**src/rtl/led_sink_pkg.sv**
```systemverilog
// Shared constants for the sixteen-channel LED sink serial control logic
// Summary of operation
// - Serial clock rise shifts data in; strobe high copies register in normal mode; enable high blanks.
// - An enable and strobe sequence enters the special mode from normal operation.
// - In current-adjust mode a strobe pulse writes the 16-bit configuration latch.
// - In error-detection mode a controller sequence lets fault bits shift out.
// - Returning to normal mode clears every error status bit.
// - Low enable turns channels on in every mode.
// - Fault status loads into the shift register, one bit per channel.
// - Configuration code sets a 256-step global gain, 1/12 to 127/128.
// - Undriven strobe reads low and undriven enable reads high.
package led_sink_pkg;
  // Channel count and configuration latch width
  localparam int CHANNELS    = 16;
  localparam int CFG_WIDTH   = 16;
  localparam int GAIN_WIDTH  = 8;
  localparam int FLOG_DEPTH  = 32;

  // Reference clock and enable hold times
  localparam int REF_CLK_MHZ     = 20;
  localparam int OE_NORMAL_NS    = 1000;
  localparam int OE_ERRDET_NS    = 2000;
  localparam int OE_NORMAL_CYC   = (OE_NORMAL_NS * REF_CLK_MHZ + 999) / 1000;
  localparam int OE_ERRDET_CYC   = (OE_ERRDET_NS * REF_CLK_MHZ + 999) / 1000;
  localparam int SENSE_CNT_W     = 7;

  // Reset values; strobe pulled low, enable pulled high
  localparam logic [CHANNELS-1:0]  SR_RST     = 16'h0000;
  localparam logic [CHANNELS-1:0]  LATCH_RST  = 16'h0000;
  localparam logic [CFG_WIDTH-1:0] CFG_RST    = 16'h00ff;
  localparam logic                 STROBE_RST = 1'b0;
  localparam logic                 OE_N_RST   = 1'b1;

  // Sync vector layout: faults in low bits, then clock, data, strobe, enable
  localparam int SYNC_W     = CHANNELS + 4;
  localparam int SY_SCLK    = CHANNELS;
  localparam int SY_SDI     = CHANNELS + 1;
  localparam int SY_STROBE  = CHANNELS + 2;
  localparam int SY_OE_N    = CHANNELS + 3;
  localparam logic [SYNC_W-1:0] SYNC_RST = 20'h8_0000;

  // Operating mode
  typedef enum logic [1:0] {
    MODE_NORMAL  = 2'b00,
    MODE_SPECIAL = 2'b01
  } mode_t;
endpackage

```
**src/rtl/flog_fifo.sv**
```systemverilog
// Fault snapshot FIFO with a registered output stage
`timescale 1ns/1ps
module flog_fifo #(
  parameter int WIDTH = 16,
  parameter int DEPTH = 32
) (
  // Clock and reset
  input  wire logic             i_ref_clk,
  input  wire logic             i_sys_rst,
  // Fill side
  input  wire logic             i_wr_valid,
  input  wire logic [WIDTH-1:0] i_wr_data,
  output logic                  o_wr_ready,
  // Drain side
  output logic                  o_rd_valid,
  output logic [WIDTH-1:0]      o_rd_data,
  input  wire logic             i_rd_ready
);
  localparam int PW = $clog2(DEPTH);
  localparam int CW = $clog2(DEPTH + 1);
  localparam logic [CW-1:0] FULL_CNT = CW'(DEPTH);

  logic [WIDTH-1:0] mem [DEPTH];
  logic [PW-1:0]    wp_r;
  logic [PW-1:0]    rp_r;
  logic [CW-1:0]    cnt_r;
  logic             push;
  logic             pop;

  // Handshake terms; the head moves out when the output stage is free
  assign o_wr_ready = (cnt_r != FULL_CNT);
  assign push       = i_wr_valid && o_wr_ready;
  assign pop        = (cnt_r != '0) && (!o_rd_valid || i_rd_ready);

  // Storage write
  always_ff @(posedge i_ref_clk) begin
    if (push) begin
      mem[wp_r] <= i_wr_data;
    end
  end

  // Pointers and fill count
  always_ff @(posedge i_ref_clk) begin
    if (i_sys_rst) begin
      wp_r  <= '0;
      rp_r  <= '0;
      cnt_r <= '0;
    end else begin
      if (push) begin
        wp_r <= (wp_r == PW'(DEPTH - 1)) ? '0 : wp_r + 1'b1;
      end
      if (pop) begin
        rp_r <= (rp_r == PW'(DEPTH - 1)) ? '0 : rp_r + 1'b1;
      end
      cnt_r <= cnt_r + CW'(push) - CW'(pop);
    end
  end

  // Output stage
  always_ff @(posedge i_ref_clk) begin
    if (i_sys_rst) begin
      o_rd_valid <= 1'b0;
      o_rd_data  <= '0;
    end else if (pop) begin
      o_rd_valid <= 1'b1;
      o_rd_data  <= mem[rp_r];
    end else if (i_rd_ready) begin
      o_rd_valid <= 1'b0;
    end
  end
endmodule

```
**src/rtl/led_sink_ctrl.sv**
```systemverilog
// Serial control logic of the sixteen-channel LED sink driver
`timescale 1ns/1ps
module led_sink_ctrl
  import led_sink_pkg::*;
#(
  parameter int CH = led_sink_pkg::CHANNELS
) (
  // Clock and reset
  input  wire logic                            i_ref_clk,
  input  wire logic                            i_sys_rst,
  // Serial pins from the controller
  input  wire logic                            i_serial_clk,
  input  wire logic                            i_serial_in,
  input  wire logic                            i_latch_strobe,
  input  wire logic                            i_output_enable_n,
  output logic                                 o_serial_out,
  // Per-channel fault sense from the output stage
  input  wire logic [led_sink_pkg::CHANNELS-1:0] i_channel_fault,
  // Channel drive and current regulator settings
  output logic [led_sink_pkg::CHANNELS-1:0]    o_sink_channels,
  output logic [led_sink_pkg::CFG_WIDTH-1:0]   o_cfg_word,
  output logic [led_sink_pkg::GAIN_WIDTH-1:0]  o_gain_code,
  output logic                                 o_mode_special,
  // Fault snapshot stream
  output logic                                 o_flog_valid,
  output logic [led_sink_pkg::CHANNELS-1:0]    o_flog_data,
  input  wire logic                            i_flog_ready
);
  import led_sink_pkg::*;

  logic [SYNC_W-1:0]    sync1_r;
  logic [SYNC_W-1:0]    sync2_r;
  logic                 sclk_d_r;
  logic                 strobe_d_r;
  logic                 sclk_rise;
  logic                 strobe_rise;
  logic                 oe_n_s;
  logic                 strobe_s;
  logic [CH-1:0]        fault_s;
  mode_t                mode_r;
  logic [1:0]           low_edges_r;
  logic                 switch_evt;
  logic                 fault_load;
  logic [CH-1:0]        sr_r;
  logic [CH-1:0]        out_latch_r;
  logic [CFG_WIDTH-1:0] cfg_r;
  logic [CH-1:0]        err_r;
  logic [CH-1:0]        err_nxt;
  logic [SENSE_CNT_W-1:0] sense_cnt_r;
  logic                 sense_done;
  logic                 clear_err;
  logic                 flog_pend_r;
  logic                 flog_wr_ready;
  logic [CH-1:0]        flog_word_r;

  // Two-stage synchroniser for every pin; strobe resets low, enable high
  // pull defaults
  always_ff @(posedge i_ref_clk) begin
    if (i_sys_rst) begin
      sync1_r <= SYNC_RST;
      sync2_r <= SYNC_RST;
    end else begin
      sync1_r <= {i_output_enable_n, i_latch_strobe, i_serial_in, i_serial_clk,
                  i_channel_fault};
      sync2_r <= sync1_r;
    end
  end

  assign fault_s  = sync2_r[CH-1:0];
  assign oe_n_s   = sync2_r[SY_OE_N];
  assign strobe_s = sync2_r[SY_STROBE];

  // Edge detectors on the synchronised clock and strobe
  always_ff @(posedge i_ref_clk) begin
    if (i_sys_rst) begin
      sclk_d_r   <= 1'b0;
      strobe_d_r <= STROBE_RST;
    end else begin
      sclk_d_r   <= sync2_r[SY_SCLK];
      strobe_d_r <= strobe_s;
    end
  end

  assign sclk_rise   = sync2_r[SY_SCLK] && !sclk_d_r;
  assign strobe_rise = strobe_s && !strobe_d_r;

  // Enable pulse width in serial clock edges; one low edge means a mode switch
  // pulse detection
  assign switch_evt = sclk_rise && oe_n_s && (low_edges_r == 2'd1);
  assign fault_load = sclk_rise && oe_n_s && (low_edges_r >= 2'd2)
                      && (mode_r == MODE_SPECIAL);

  always_ff @(posedge i_ref_clk) begin
    if (i_sys_rst) begin
      low_edges_r <= 2'd0;
    end else if (sclk_rise) begin
      if (!oe_n_s) begin
        low_edges_r <= (low_edges_r == 2'd3) ? 2'd3 : low_edges_r + 2'd1;
      end else begin
        low_edges_r <= 2'd0;
      end
    end
  end

  // Mode register; strobe level at the switch edge picks the next mode
  // special mode entry
  always_ff @(posedge i_ref_clk) begin
    if (i_sys_rst) begin
      mode_r <= MODE_NORMAL;
    end else if (switch_evt) begin
      case (strobe_s)
        1'b1:    mode_r <= MODE_SPECIAL;
        default: mode_r <= MODE_NORMAL;
      endcase
    end
  end

  // Shift register; a fault load replaces the shift at the read edge
  // serial shift
  always_ff @(posedge i_ref_clk) begin
    if (i_sys_rst) begin
      sr_r <= SR_RST;
    end else if (fault_load) begin
      sr_r <= err_r;
    end else if (sclk_rise) begin
      sr_r <= {sr_r[CH-2:0], sync2_r[SY_SDI]};
    end
  end

  // Serial output shows the oldest stage
  always_ff @(posedge i_ref_clk) begin
    if (i_sys_rst) begin
      o_serial_out <= 1'b0;
    end else begin
      o_serial_out <= sr_r[CH-1];
    end
  end

  // Output latch is transparent while strobe is high in normal mode
  // strobe latching
  always_ff @(posedge i_ref_clk) begin
    if (i_sys_rst) begin
      out_latch_r <= LATCH_RST;
    end else if (strobe_s && mode_r == MODE_NORMAL) begin
      out_latch_r <= sr_r;
    end
  end

  // Configuration latch written on a strobe pulse in special mode
  // configuration write
  always_ff @(posedge i_ref_clk) begin
    if (i_sys_rst) begin
      cfg_r <= CFG_RST;
    end else if (strobe_rise && mode_r == MODE_SPECIAL) begin
      cfg_r <= sr_r;
    end
  end

  // Channel drive gated by the enable in every mode
  // enable in all modes
  always_ff @(posedge i_ref_clk) begin
    if (i_sys_rst) begin
      o_sink_channels <= '0;
    end else begin
      o_sink_channels <= oe_n_s ? '0 : out_latch_r;
    end
  end

  // Regulator settings; low byte is the 256-step gain code
  // gain code
  always_ff @(posedge i_ref_clk) begin
    if (i_sys_rst) begin
      o_cfg_word     <= CFG_RST;
      o_gain_code    <= CFG_RST[GAIN_WIDTH-1:0];
      o_mode_special <= 1'b0;
    end else begin
      o_cfg_word     <= cfg_r;
      o_gain_code    <= cfg_r[GAIN_WIDTH-1:0];
      o_mode_special <= (mode_r == MODE_SPECIAL);
    end
  end

  // Sense timer: faults are trusted only after the enable has been low long enough
  // sense settle time
  always_ff @(posedge i_ref_clk) begin
    if (i_sys_rst) begin
      sense_cnt_r <= '0;
    end else if (oe_n_s || mode_r != MODE_SPECIAL) begin
      sense_cnt_r <= '0;
    end else if (sense_cnt_r != SENSE_CNT_W'(OE_ERRDET_CYC)) begin
      sense_cnt_r <= sense_cnt_r + 1'b1;
    end
  end

  assign sense_done = (sense_cnt_r == SENSE_CNT_W'(OE_ERRDET_CYC)) && !oe_n_s;
  assign clear_err  = switch_evt && !strobe_s;

  // Sticky error bits; a fault seen in the clearing cycle survives
  // clear on return
  always_comb begin
    err_nxt = clear_err ? '0 : err_r;
    if (sense_done) begin
      err_nxt = err_nxt | fault_s;
    end
  end

  always_ff @(posedge i_ref_clk) begin
    if (i_sys_rst) begin
      err_r <= '0;
    end else begin
      err_r <= err_nxt;
    end
  end

  // Snapshot of a fault read waits in a holding register until the FIFO has room; reads while it waits are dropped
  always_ff @(posedge i_ref_clk) begin
    if (i_sys_rst) begin
      flog_pend_r <= 1'b0;
      flog_word_r <= '0;
    end else if (fault_load && !flog_pend_r) begin
      flog_pend_r <= 1'b1;
      flog_word_r <= err_r;
    end else if (flog_pend_r && flog_wr_ready) begin
      flog_pend_r <= 1'b0;
    end
  end

  // Drain side shows the FIFO head from its registered output stage
  flog_fifo #(
    .WIDTH (CH),
    .DEPTH (FLOG_DEPTH)
  ) u_flog_fifo (
    .i_ref_clk  (i_ref_clk),
    .i_sys_rst  (i_sys_rst),
    .i_wr_valid (flog_pend_r),
    .i_wr_data  (flog_word_r),
    .o_wr_ready (flog_wr_ready),
    .o_rd_valid (o_flog_valid),
    .o_rd_data  (o_flog_data),
    .i_rd_ready (i_flog_ready)
  );

  // Shift moves the previous stage one place up
  shift_out_a: assert property (@(posedge i_ref_clk) disable iff (i_sys_rst)
    sclk_rise && !fault_load |=> sr_r[CH-1] == $past(sr_r[CH-2]))
    else $error("shift register did not shift");

  // Enable high blanks the channels
  blank_out_a: assert property (@(posedge i_ref_clk) disable iff (i_sys_rst)
    oe_n_s |=> o_sink_channels == '0)
    else $error("channels driven while enable high");

  // Strobe pulse in special mode writes the configuration latch
  cfg_write_a: assert property (@(posedge i_ref_clk) disable iff (i_sys_rst)
    strobe_rise && mode_r == MODE_SPECIAL |=> cfg_r == $past(sr_r) ##2 o_cfg_word == $past(cfg_r, 1))
    else $error("configuration latch not written");

  // Output latch holds in special mode
  latch_hold_a: assert property (@(posedge i_ref_clk) disable iff (i_sys_rst)
    mode_r == MODE_SPECIAL && $past(mode_r) == MODE_SPECIAL |-> $stable(out_latch_r))
    else $error("output latch changed in special mode");

  // Return to normal leaves no error bits
  err_clear_a: assert property (@(posedge i_ref_clk) disable iff (i_sys_rst)
    clear_err |=> err_r == '0 && mode_r == MODE_NORMAL)
    else $error("error bits survived return to normal");

  // Switch edge with strobe high enters special mode
  mode_entry_a: assert property (@(posedge i_ref_clk) disable iff (i_sys_rst)
    switch_evt && strobe_s |=> mode_r == MODE_SPECIAL ##2 o_mode_special)
    else $error("special mode not entered");

  // Read edge loads the error bits
  fault_load_a: assert property (@(posedge i_ref_clk) disable iff (i_sys_rst)
    fault_load |=> sr_r == $past(err_r) ##1 o_serial_out == $past(err_r[CH-1], 2))
    else $error("fault status not loaded");

  // New error bits only after the full sense time
  sense_time_a: assert property (@(posedge i_ref_clk) disable iff (i_sys_rst)
    (err_r & ~$past(err_r)) != '0 |-> $past(sense_cnt_r) == SENSE_CNT_W'(OE_ERRDET_CYC))
    else $error("fault captured before sense time");

  // Gain code follows the configuration low byte
  gain_code_a: assert property (@(posedge i_ref_clk) disable iff (i_sys_rst)
    $changed(cfg_r) |=> o_gain_code == cfg_r[GAIN_WIDTH-1:0])
    else $error("gain code mismatch");
endmodule

```
**config.mk**
```make
export PLATFORM = sky130hd
export DESIGN_NAME = led_sink_ctrl
export DESIGN_NICKNAME = d
export VERILOG_FILES = /design/src/rtl/led_sink_pkg.sv /design/src/rtl/flog_fifo.sv /design/src/rtl/led_sink_ctrl.sv
export SDC_FILE = /design/constraint.sdc
export NUM_CORES = 1
export LEC_CHECK = 0
export BUFFER_PORTS_ARGS = -buffer_cell sky130_fd_sc_hd__buf_2
export CAP_MARGIN = 25
export CORE_ASPECT_RATIO = 1.5
export CORE_MARGIN = 4
export CORE_UTILIZATION = 60
export CTS_CLUSTER_SIZE = 28
export DETAILED_ROUTE_END_ITERATION = 10
export GPL_TIMING_DRIVEN = 0
export MAX_ROUTING_LAYER = met4
export PLACE_DENSITY = 0.77
export SYNTH_ARGS = -nofsm -noshare
export SYNTH_HDL_FRONTEND = slang
export SYNTH_SLANG_ARGS = --single-unit
```
**constraint.sdc**
```tcl
create_clock -name i_ref_clk -period 8.7 [get_ports i_ref_clk]
set_clock_uncertainty 0.15 [all_clocks]
set_input_delay 0.87 -clock i_ref_clk [delete_from_list [all_inputs] [get_ports i_ref_clk]]
set_output_delay 0.87 -clock i_ref_clk [all_outputs]
set_load 0.05 [all_outputs]
```
* Word-level counts from Yosys, hierarchy flattened *
Memory sizes are Yosys's and may differ from the RTL's. A register that Yosys moved wholly into a read port is not among the register bits.
Index checks and enable logic that the tools add are counted.

operators by class
  add/subtract/negate cells = 6
  order comparisons = 1
  eq/ne operators = 9
  muxes and demuxes = 15
  bitwise logic cells = 1
  reduce and logical (&&, ||, !) cells = 28

operator list
  cell                                                                      count
  16-bit 2-to-1 mux                                                         4
  16-bit OR                                                                 1
  1-bit logical AND                                                         13
  5-bit by 1-bit adder with 5-bit output (second input constant)            2
  5-bit equality test (second input constant)                               2
  5-bit 2-to-1 mux                                                          2
  7-bit by 1-bit adder with 7-bit output (second input constant)            1
  7-bit by 6-bit equality test with 1-bit output (second input constant)    1
  1-bit 2-to-1 mux                                                          7
  7-bit by 6-bit inequality test with 1-bit output (second input constant)  1
  6-bit by 1-bit adder with 6-bit output                                    1
  1-bit zero test                                                           6
  6-bit inequality test (second input constant)                             1
  2-bit nonzero test                                                        3
  6-bit nonzero test                                                        1
  6-bit by 1-bit subtractor with 6-bit output                               1
  2-bit by 1-bit equality test with 1-bit output (second input constant)    2
  2-bit 2-to-1 mux                                                          2
  2-bit OR reduction                                                        2
  2-bit by 1-bit adder with 2-bit output (second input constant)            1
  2-bit equality test (second input constant)                               1
  2-bit greater-or-equal comparator (second input constant)                 1
  2-bit zero test                                                           1
  1-bit logical OR                                                          2
  2-bit by 1-bit inequality test with 1-bit output (second input constant)  1

storage, ports and cells
  bits in registers = 193
  bits in writable memories = 512
  input bits = 23
  output and inout bits = 59
  logic and storage cells = 83
  memories = 1

memory list
  memory           words  bits a word  read ports  clocked after Yosys merged registers in  write ports  RTL line         text
  u_flog_fifo.mem  32     16           1           1                                        1            flog_fifo.sv:23  logic [WIDTH-1:0] mem [DEPTH];

* Depth between registers and ports, before layout *
Gate-level depths: netlist (run 1).

  depth in word-level cells = 8
  depth in mapped cells = 15
  depth with buffers taken out = 14

* Cells and area by module *
A second synthesis (run 1) with hierarchy kept.

unflattened totals
  cells, all modules = 1710
  area, all modules = 27000.9 µm²

modules (own cells, without submodules)
  module         instances  cells an instance  area an instance (µm²)  seq. area each (µm²)
  flog_fifo      1          1147               21339.2                 16035.4
  led_sink_ctrl  1          563                5661.7                  3343.2

* Least setup slack after synthesis (run 1) *
OpenSTA, ideal clock, no wires.

  path kind = input to register
  start point = input port i_flog_ready
  end point = register u_flog_fifo.cnt_r[4]
  library setup time = 0.128 ns
  arrival time = 2.875 ns
  data required time = 8.422 ns
  slack = 5.547 ns
  stages on the path = 13
  buffers on the path = 1
  cell sequence = nand2b_1 nand2_2 inv_1 clkbuf_1 ha_1 inv_1 ha_1 fa_1 a21oi_1 nor2_1 nor2_1 xor2_1 nor2_1

on the way
  cells in the longest elaborated chain, start to end = 3

ends and longest elaborated chain
  item                                         RTL line             text
  start: declaration                           led_sink_ctrl.sv:27  input wire logic i_flog_ready
  1-bit logical OR                             flog_fifo.sv:33      assign pop = (cnt_r != '0) && (!o_rd_valid || i_rd_ready);
  1-bit logical AND                            flog_fifo.sv:33
  named net u_flog_fifo.pop                    flog_fifo.sv:28      logic pop;
  6-bit by 1-bit subtractor with 6-bit output  flog_fifo.sv:55      cnt_r <= cnt_r + CW'(push) - CW'(pop);
  end signal: assignment                       flog_fifo.sv:55
  end: declaration                             flog_fifo.sv:26      logic [CW-1:0] cnt_r;

The timed path passes the listed nets, and every way through them passes these cells.
A chain may end at the register's enable or synchronous reset.

* Worst setup path in the final report (run 1) *
  start point = register u_flog_fifo.cnt_r[2]
  end point = register u_flog_fifo.cnt_r[4]

on the way
  cells in the longest elaborated chain, start to end = 4
  elaborated cells on any way between the ends = 6
  classes of those cells = add/sub (2); eq/ne (1); reduce/logical (3)

ends and longest elaborated chain
  item                                         RTL line         text
  6-bit inequality test                        flog_fifo.sv:31  assign o_wr_ready = (cnt_r != FULL_CNT);
  1-bit logical AND                            flog_fifo.sv:32  assign push = i_wr_valid && o_wr_ready;
  named net u_flog_fifo.push                   flog_fifo.sv:27  logic push;
  6-bit by 1-bit adder with 6-bit output       flog_fifo.sv:55
  6-bit by 1-bit subtractor with 6-bit output  flog_fifo.sv:55

The timed path passes the listed nets, and every way through them passes these cells.

==> run metrics, run 1 <==
outcome complete, no violations; NetSw 2.244 mW; number of global-route vias before repair 15520; GP Congestion 0.8917; area leader, netlist edfxtp_1; Leakage 10.28 nW; first-pass GRT wire length 91890 um; largest net degree at the start of global routing 34; YS warnings 0; post-CTS setup buffer count 0; count of final hold-check violations 0; Syn Std Cell Area 26750 sq um; Reg clk slew, reported paths 0.07 ns; Congestion Overflow GR 0; Tcrit/Tclk final 39.38%; Synth top area share 57.48%; Final Util 69.45%; layout cells sized above 1 20.85%; Syn-to-layout area delta 14.22%; reg-to-reg startpoint u_flog_fifo.cnt_r[2]; Gate power share 20.9%; Via density 6.098; Post-DRT Antenna Nets 0; Final setup viols 0; CTS tree built; cts bufs inserted 58; FMAX 291.9 MHz; worst slew pin tran 0.9979 ns; CTS root buf clkbuf_16; Core Region 43990 sq um; Filler cells 2822; initial antenna violation count 1; Die Area 48090 sq um; I/O Buffers 80; Max-cap violations 0; Peak supply drop 0.1819 mV; Starting Density 60.81%; ys flop type edfxtp_1; Std-Cell Rows 94; critical path class flip-flop to flip-flop; max_slew headroom 33.40%; DRC viols 0; Post-synth top cells edfxtp_1 (512), dfxtp_1 (200), mux2i_1 (145), nand2_1 (100), nor2_1 (87); Resize count post-CTS 0; I/O pin cnt 82; Total GRT Usage 25.86%; Worst Path Arrival 3.75 ns; Post-synth EDFFs 512; Hold Startpoint sync1_r[19]; Post-Syn Area per Cell 15.94 sq um; Hold Crit Class flip-flop to flip-flop; Detailed Routing Iterations Pass 1 6; hold-fix buffers at CTS 0; asr flop ratio synth 0%; setup tns final 0 ns; layout net count 1893; Yosys reg bits 712; clock latency on the worst-skew pair 0.61 ns; die width 180.4 um; vias post-DR 15100; total chip power 8.097 mW; Required @ worst endpoint 9.03 ns; Switching Share 27.71%; synth unique cells 56; CP startpoint kind flip-flop; Internal 5.853 mW; per-cell routed wire length 24.73 um; clock sink total 712; Sequential Power Share 45.7%; htree depth 2; Syn Inst Count 1678; HPWL Detailed 40640 um; crit end category flip-flop; Crit Path Max Fanout 9; pwr dens 265.0 nW/um^2; Max Slew Vio Count 0; Synth Net Count 1720; share of power burned in the clock network 33.4%; CTS Buffer Depth 3; crit path from u_flog_fifo.cnt_r[2]; post-synthesis sequential area ratio 72.45%; top-count cell post-synth edfxtp_1; hold slack 0.2626 ns; synth top area cells edfxtp_1 (57%), dfxtp_1 (15%), mux2i_1 (5.4%), mux4_2 (5.4%), o22ai_1 (1.5%); RSZ-0062 raised after global routing no; die height 266.6 um; DR iter-0 viols 1621; Min Clock Period, post-route 3.426 ns; drt total wl 61230 um
==> layer usage <==
metal	track usage [%]	wire length (um)	up-vias	part of all wire, %
met1	31.16	22470	7473	37
met3	2.972	3967	166	6.5
met5	-	0	-	0
met4	13.74	3704	0	6.0
met2	43.34	31090	739	51
li1	-	-	6720	-
==> registers in the layout, indices dropped and copies added (netlist names) <==
register and flops:
u_flog_fifo.wp_r 5, u_flog_fifo.o_rd_data 16, u_flog_fifo.mem 512, err_r 16
flog_pend_r 1, sync2_r 20, u_flog_fifo.cnt_r 6, sclk_d_r 1
strobe_d_r 1, low_edges_r 2, o_cfg_word 16, o_serial_out 1
sync1_r 20, cfg_r 16, flog_word_r 16, u_flog_fifo.o_rd_valid 1
out_latch_r 16, mode_r 1, u_flog_fifo.rp_r 5, sense_cnt_r 7
o_mode_special 1, o_sink_channels 16, sr_r 16
==> worst max-delay path: stages, from the launching register on <==
cell and delay (ns):
dfxtp_1 0.33, inv_1 0.11, ha_1 0.23, nand2_1 0.10, o31ai_2 0.60, clkinv_1 0.44, ha_1 0.35, fa_1 0.44
a21oi_1 0.15, nor2_1 0.06, nor2_1 0.11, xor2_1 0.18, nor2_1 0.05
==> power by group through the flow <==
stage          sequential [mW]  combinational, mW  clock, mW
6_report                  3.70               1.69       2.70
4_1_cts                   3.70               1.68       2.72
2_1_floorplan             3.88               1.10          0
5_1_grt                   3.71               1.79       2.87
3_5_place_dp              3.77               1.66          0
3_3_place_gp              3.77               1.63          0
==> metrics by stage <==
step	cells	area (sq um)	worst slack, ns
2_1_floorplan	1678	26750	5.547
3_3_place_gp	2334	27870	4.634
3_5_place_dp	2363	28470	5.004
4_1_cts	2471	30450	5.397
5_1_grt	2476	30550	5.070
6_report	2476	30550	5.274
==> area by class of cell <==
cell class | instances | area (sq um) | share of cell area [%]
Tap cell | 576 | 720.7 | 2.359
Timing Repair Buffer | 113 | 1002 | 3.280
Multi-Input combinational cell | 846 | 6810 | 22.29
Clock buffer | 68 | 1573 | 5.148
Buffer | 104 | 593.1 | 1.941
Clock inverter | 40 | 410.4 | 1.343
Antenna cell | 1 | 2.502 | 0.008191
Sequential cell | 712 | 19380 | 63.43
Inverter | 16 | 60.06 | 0.1966
==> path summary, 6_finish.rpt <==
path | endpoint | slack (ns) | depth (start not counted)
max | u_flog_fifo.cnt_r[4] | 5.27 | 12
min | sync2_r[19] | 0.26 | 1
max reg2reg | u_flog_fifo.cnt_r[4] | 5.27 | 12
min reg2reg | sync2_r[19] | 0.26 | 1
==> cell families after synthesis <==
logic type / synth area share (%)
AOI/OAI and AO/OA: 6.077
xor gates and xnor gates: 0.2947
adders and majority gates: 0.9169
buffers and inverters: 2.442
DFF: 72.45
muxes: 10.82
and+or+nand+nor: 7.003
==> placed cells by master (no fill, tap or decap), drive strengths merged, types with 7 or more instances in the layout <==
cell type | netlist | routed
mux2i | 145 | 145
buf | 56 | 169
o22ai | 64 | 64
clkbuf | 48 | 116
a22oi | 32 | 32
nor3 | 24 | 24
nand2 | 101 | 101
nor2b | 58 | 58
nand3 | 10 | 10
clkinv | 1 | 23
a21oi | 71 | 71
a22o | 16 | 16
or3 | 34 | 34
inv | 15 | 21
or2 | 14 | 14
nand2b | 7 | 7
a211oi | 33 | 33
ha | 18 | 18
dfxtp | 200 | 200
mux4 | 64 | 64
o22a | 8 | 8
and2 | 17 | 17
edfxtp | 512 | 512
nor2 | 87 | 87
bufinv | 0 | 8
No activity file was read; power rests on OpenSTA's default activity.
==> run 2, diff against run 1 <==
--- a/config.mk
+++ b/config.mk
@@ -5,6 +5,7 @@
 export SDC_FILE = /design/constraint.sdc
 export NUM_CORES = 1
 export LEC_CHECK = 0
+export ABC_AREA = 1
 export BUFFER_PORTS_ARGS = -buffer_cell sky130_fd_sc_hd__buf_2
 export CAP_MARGIN = 25
 export CORE_ASPECT_RATIO = 1.5
==> constraint.sdc (replaced) <==
create_clock -name i_ref_clk -period 3.35 [get_ports i_ref_clk]
set_clock_uncertainty 0.15 [all_clocks]
set_input_delay 0.335 -clock i_ref_clk [delete_from_list [all_inputs] [get_ports i_ref_clk]]
set_output_delay 0.335 -clock i_ref_clk [all_outputs]
set_load 0.05 [all_outputs]
==> run metrics, run 2 <==
Post-synth top cells nand2_1 (705), edfxtp_1 (512), nand3_1 (379), inv_1 (235), nor2_1 (207); Met3 Wirelength 6575 um (+66%); Worst Path Arrival 3.44 ns (-0.31 ns); Critical Path Max Stage Delay 0.42 ns (-0.18 ns); Starting Density 60.99% (+0.18 points); HPWL Detailed 50830 um (+25%); clock sink total 712 (unchanged); Crit path max-delay family adder cells; Std-Cell Rows 96 (+2.1%); drt total wl 75350 um (+23%); count of final hold-check violations 0 (unchanged); Syn Std Cell Area 28060 sq um (+4.9%); per-cell routed wire length 21.44 um (-13%); layout cells sized above 1 12.10% (-8.8 points); Tcrit/Tclk final 93.07% (+54 points); area leader, netlist edfxtp_1; CP startpoint kind flip-flop; I/O Buffers 81 (+1.3%); Via density 5.751 (-5.7%); FMAX 320.7 MHz (+9.9%); DR top layer met4; crit end category flip-flop; Die Area 50360 sq um (+4.7%); Peak supply drop 0.4878 mV (+170%); hold slack 0.1018 ns (-0.1608 ns); Post-synth EDFFs 512 (unchanged); DRC viols 0 (unchanged); max_slew headroom 32.64% (-0.76 points); met1 WL 25890 um (+15%); Syn Inst Count 2665 (+59%); YS warnings 0 (unchanged); worst slew pin tran 1.010 ns (+0.01252 ns); Sequential Power Share 43.1% (-2.6 points); number of cells on the critical path 15 (+3); Synth Net Count 2707 (+57%); asr flop ratio synth 0% (unchanged); Internal 15.18 mW (+160%); worst hold path cell count 4 (+3); met2 wire length 36550 um (+18%); Synth top area share 54.80% (-2.7 points); cells along the critical path inv_1, ha_1, nand4_1, nand2_4, inv_2, ha_1, inv_1, ha_1, fa_1, nand2_1, inv_1, o21ai_0, nand2_1, o21ai_0, a21oi_1; post-synthesis sequential area ratio 69.07% (-3.4 points); Crit Path Max Fanout 19 (+10); GP Congestion 0.9776 (+9.6%); Hold Crit Class input pin to flip-flop; commonest non-fill, non-tap cell in the layout nand2_1; Filler cells 3164 (+12%); ys flop type edfxtp_1; CTS root buf clkbuf_16; RSZ-0062 raised after global routing no; Switching Share 31.83% (+4.1 points); first-pass GRT wire length 113100 um (+23%); number of global-route vias before repair 20210 (+30%); Top reg by flops u_flog_fifo.mem; largest net degree at the start of global routing 34 (unchanged); cts bufs inserted 66 (+14%); initial antenna violation count 0 (-1); Post-DRT Antenna Nets 0 (unchanged); die height 272.8 um (+2.3%); Post-Syn Area per Cell 10.53 sq um (-34%); outcome complete, no violations; Reg clk slew, reported paths 0.06 ns (about the same); Final Util 69.68% (+0.23 points); Leakage 12.98 nW (+26%); DR iter-0 viols 1993 (+23%); Final setup viols 0 (unchanged); CTS Buffer Depth 3 (unchanged); clock latency on the worst-skew pair 0.60 ns (about the same); NetSw 7.087 mW (+220%); die width 184.6 um (+2.3%); Reg2Reg Depth 15 (+3); worst path bufs/invs 4 (+2); Reg area 19390 sq um (about the same); Multi-input gate area 6987 sq um (+2.6%); Max Slew Vio Count 0 (unchanged); critical path class flip-flop to flip-flop; pwr dens 694.5 nW/um^2 (+160%); Min Clock Period, post-route 3.118 ns (-0.3077 ns); Yosys reg bits 712 (unchanged); Congestion Overflow GR 0 (unchanged); slowest CP cell fa_1; Total GRT Usage 30.81% (+5.0 points); Syn-to-layout area delta 14.26% (about the same); Gate power share 23.8% (+2.9 points); synth unique cells 34 (-39%); htree depth 3 (+1); vias post-DR 20210 (+34%); Ant. Diodes 0 (-1); I/O pin cnt 82 (unchanged); Largest regs u_flog_fifo.mem: 512 flops, sync1_r: 20 flops, sync2_r: 20 flops; share of power burned in the clock network 33.1% (-0.3 points); synth top area cells edfxtp_1 (55%), dfxtp_1 (14%), nand2_1 (9.4%), nand3_1 (6.8%), inv_1 (3.1%); most frequent cells in the layout nand2_1 (704), edfxtp_1 (512), nand3_1 (379); max reg flops 512 (unchanged); Required @ worst endpoint 3.67 ns (-5.36 ns); Detailed Routing Iterations Pass 1 6 (unchanged); top-count cell post-synth nand2_1; setup tns final 0 ns (unchanged); layout net count 2916 (+54%); CTS tree built; Max-cap violations 0 (unchanged); Core Region 46000 sq um (+4.6%)
==> run 2: cell types whose count changed in the layout (fill, tap and decap cells not counted), moves of 58 or more <==
cell	previous run	this run
inv_1	17	235
mux2i_1	145	0
mux4_2	64	0
nand2_1	100	704
nand3_1	10	379
nor2_1	61	206
nor2b_1	58	0
o21ai_0	6	71
o22ai_1	63	0
==> run 2: metrics by stage <==
step                total power, mW  setup slack [ns]  area (sq um)  cells
global placement              14.72           -0.4277         29200   3334
CTS                           22.17            0.1121         32030   3512
detailed placement            14.87           0.01269         29690   3371
finish                        22.26            0.2320         32060   3514
floorplan                     13.12            0.5080         28060   2665
global route                  23.15           0.07990         32060   3514
==> run 2: cell families after synthesis <==
logic type      share of synthesized area [%]
compound gates                          3.893
xor+xnor                               0.1249
fa+ha+maj                              0.8741
flops                                   69.07
simple gates                            19.90
buf+inv                                 6.136
==> run 2: metal layers <==
metal	track usage, %	vias to the layer above
met5	-	-
met4	21.83	0
met3	5.246	311
met2	49.84	1112
met1	34.58	9467
li1	-	9318
==> run 2: layout make-up <==
class | count | area share, %
flip-flops and latches | 712 | 60.49
multi-input cells | 1554 | 21.79
clock buffers | 87 | 5.605
repair buffers | 142 | 3.427
inverters | 244 | 2.865
plain buffers | 154 | 2.490
well taps | 588 | 2.295
clock inverters | 33 | 1.030
==> run 2: power by group through the flow <==
stage          clock [mW]  combinational [mW]  sequential [mW]
3_3_place_gp            0                4.96             9.77
3_5_place_dp            0                5.10             9.78
5_1_grt              7.82                5.73             9.59
6_report             7.38                5.30             9.59
2_1_floorplan           0                3.12             10.0
4_1_cts              7.41                5.17             9.59
==> run 2: final timing paths <==
path                                           start                      to  slack, ns
worst max-delay path            u_flog_fifo.cnt_r[3]    u_flog_fifo.cnt_r[4]       0.23
worst min-delay path                    i_flog_ready  u_flog_fifo.o_rd_valid       0.10
worst max register to register  u_flog_fifo.cnt_r[3]    u_flog_fifo.cnt_r[4]       0.23
worst min register to register            sync1_r[2]              sync2_r[2]       0.25
==> run 2: repair_timing <==
item / CTS / global route
buffers inserted: 0 / 3
setup endpoints to repair: 1 / 1
resized for setup: 1 / 1
gates cloned: 0 / 0
pin swaps: 0 / 2
hold endpoints to repair: 25 / 0
hold buffers: 21 / 0
==> run 2: worst reg2reg max path, cell delays in order, from the launching register on <==
cell and delay (ns):
dfxtp_1 0.32, inv_1 0.09, ha_1 0.17, nand4_1 0.22, nand2_4 0.22, inv_2 0.21, ha_1 0.35, inv_1 0.04
ha_1 0.20, fa_1 0.42, nand2_1 0.07, inv_1 0.05, o21ai_0 0.17, nand2_1 0.10, o21ai_0 0.18, a21oi_1 0.06
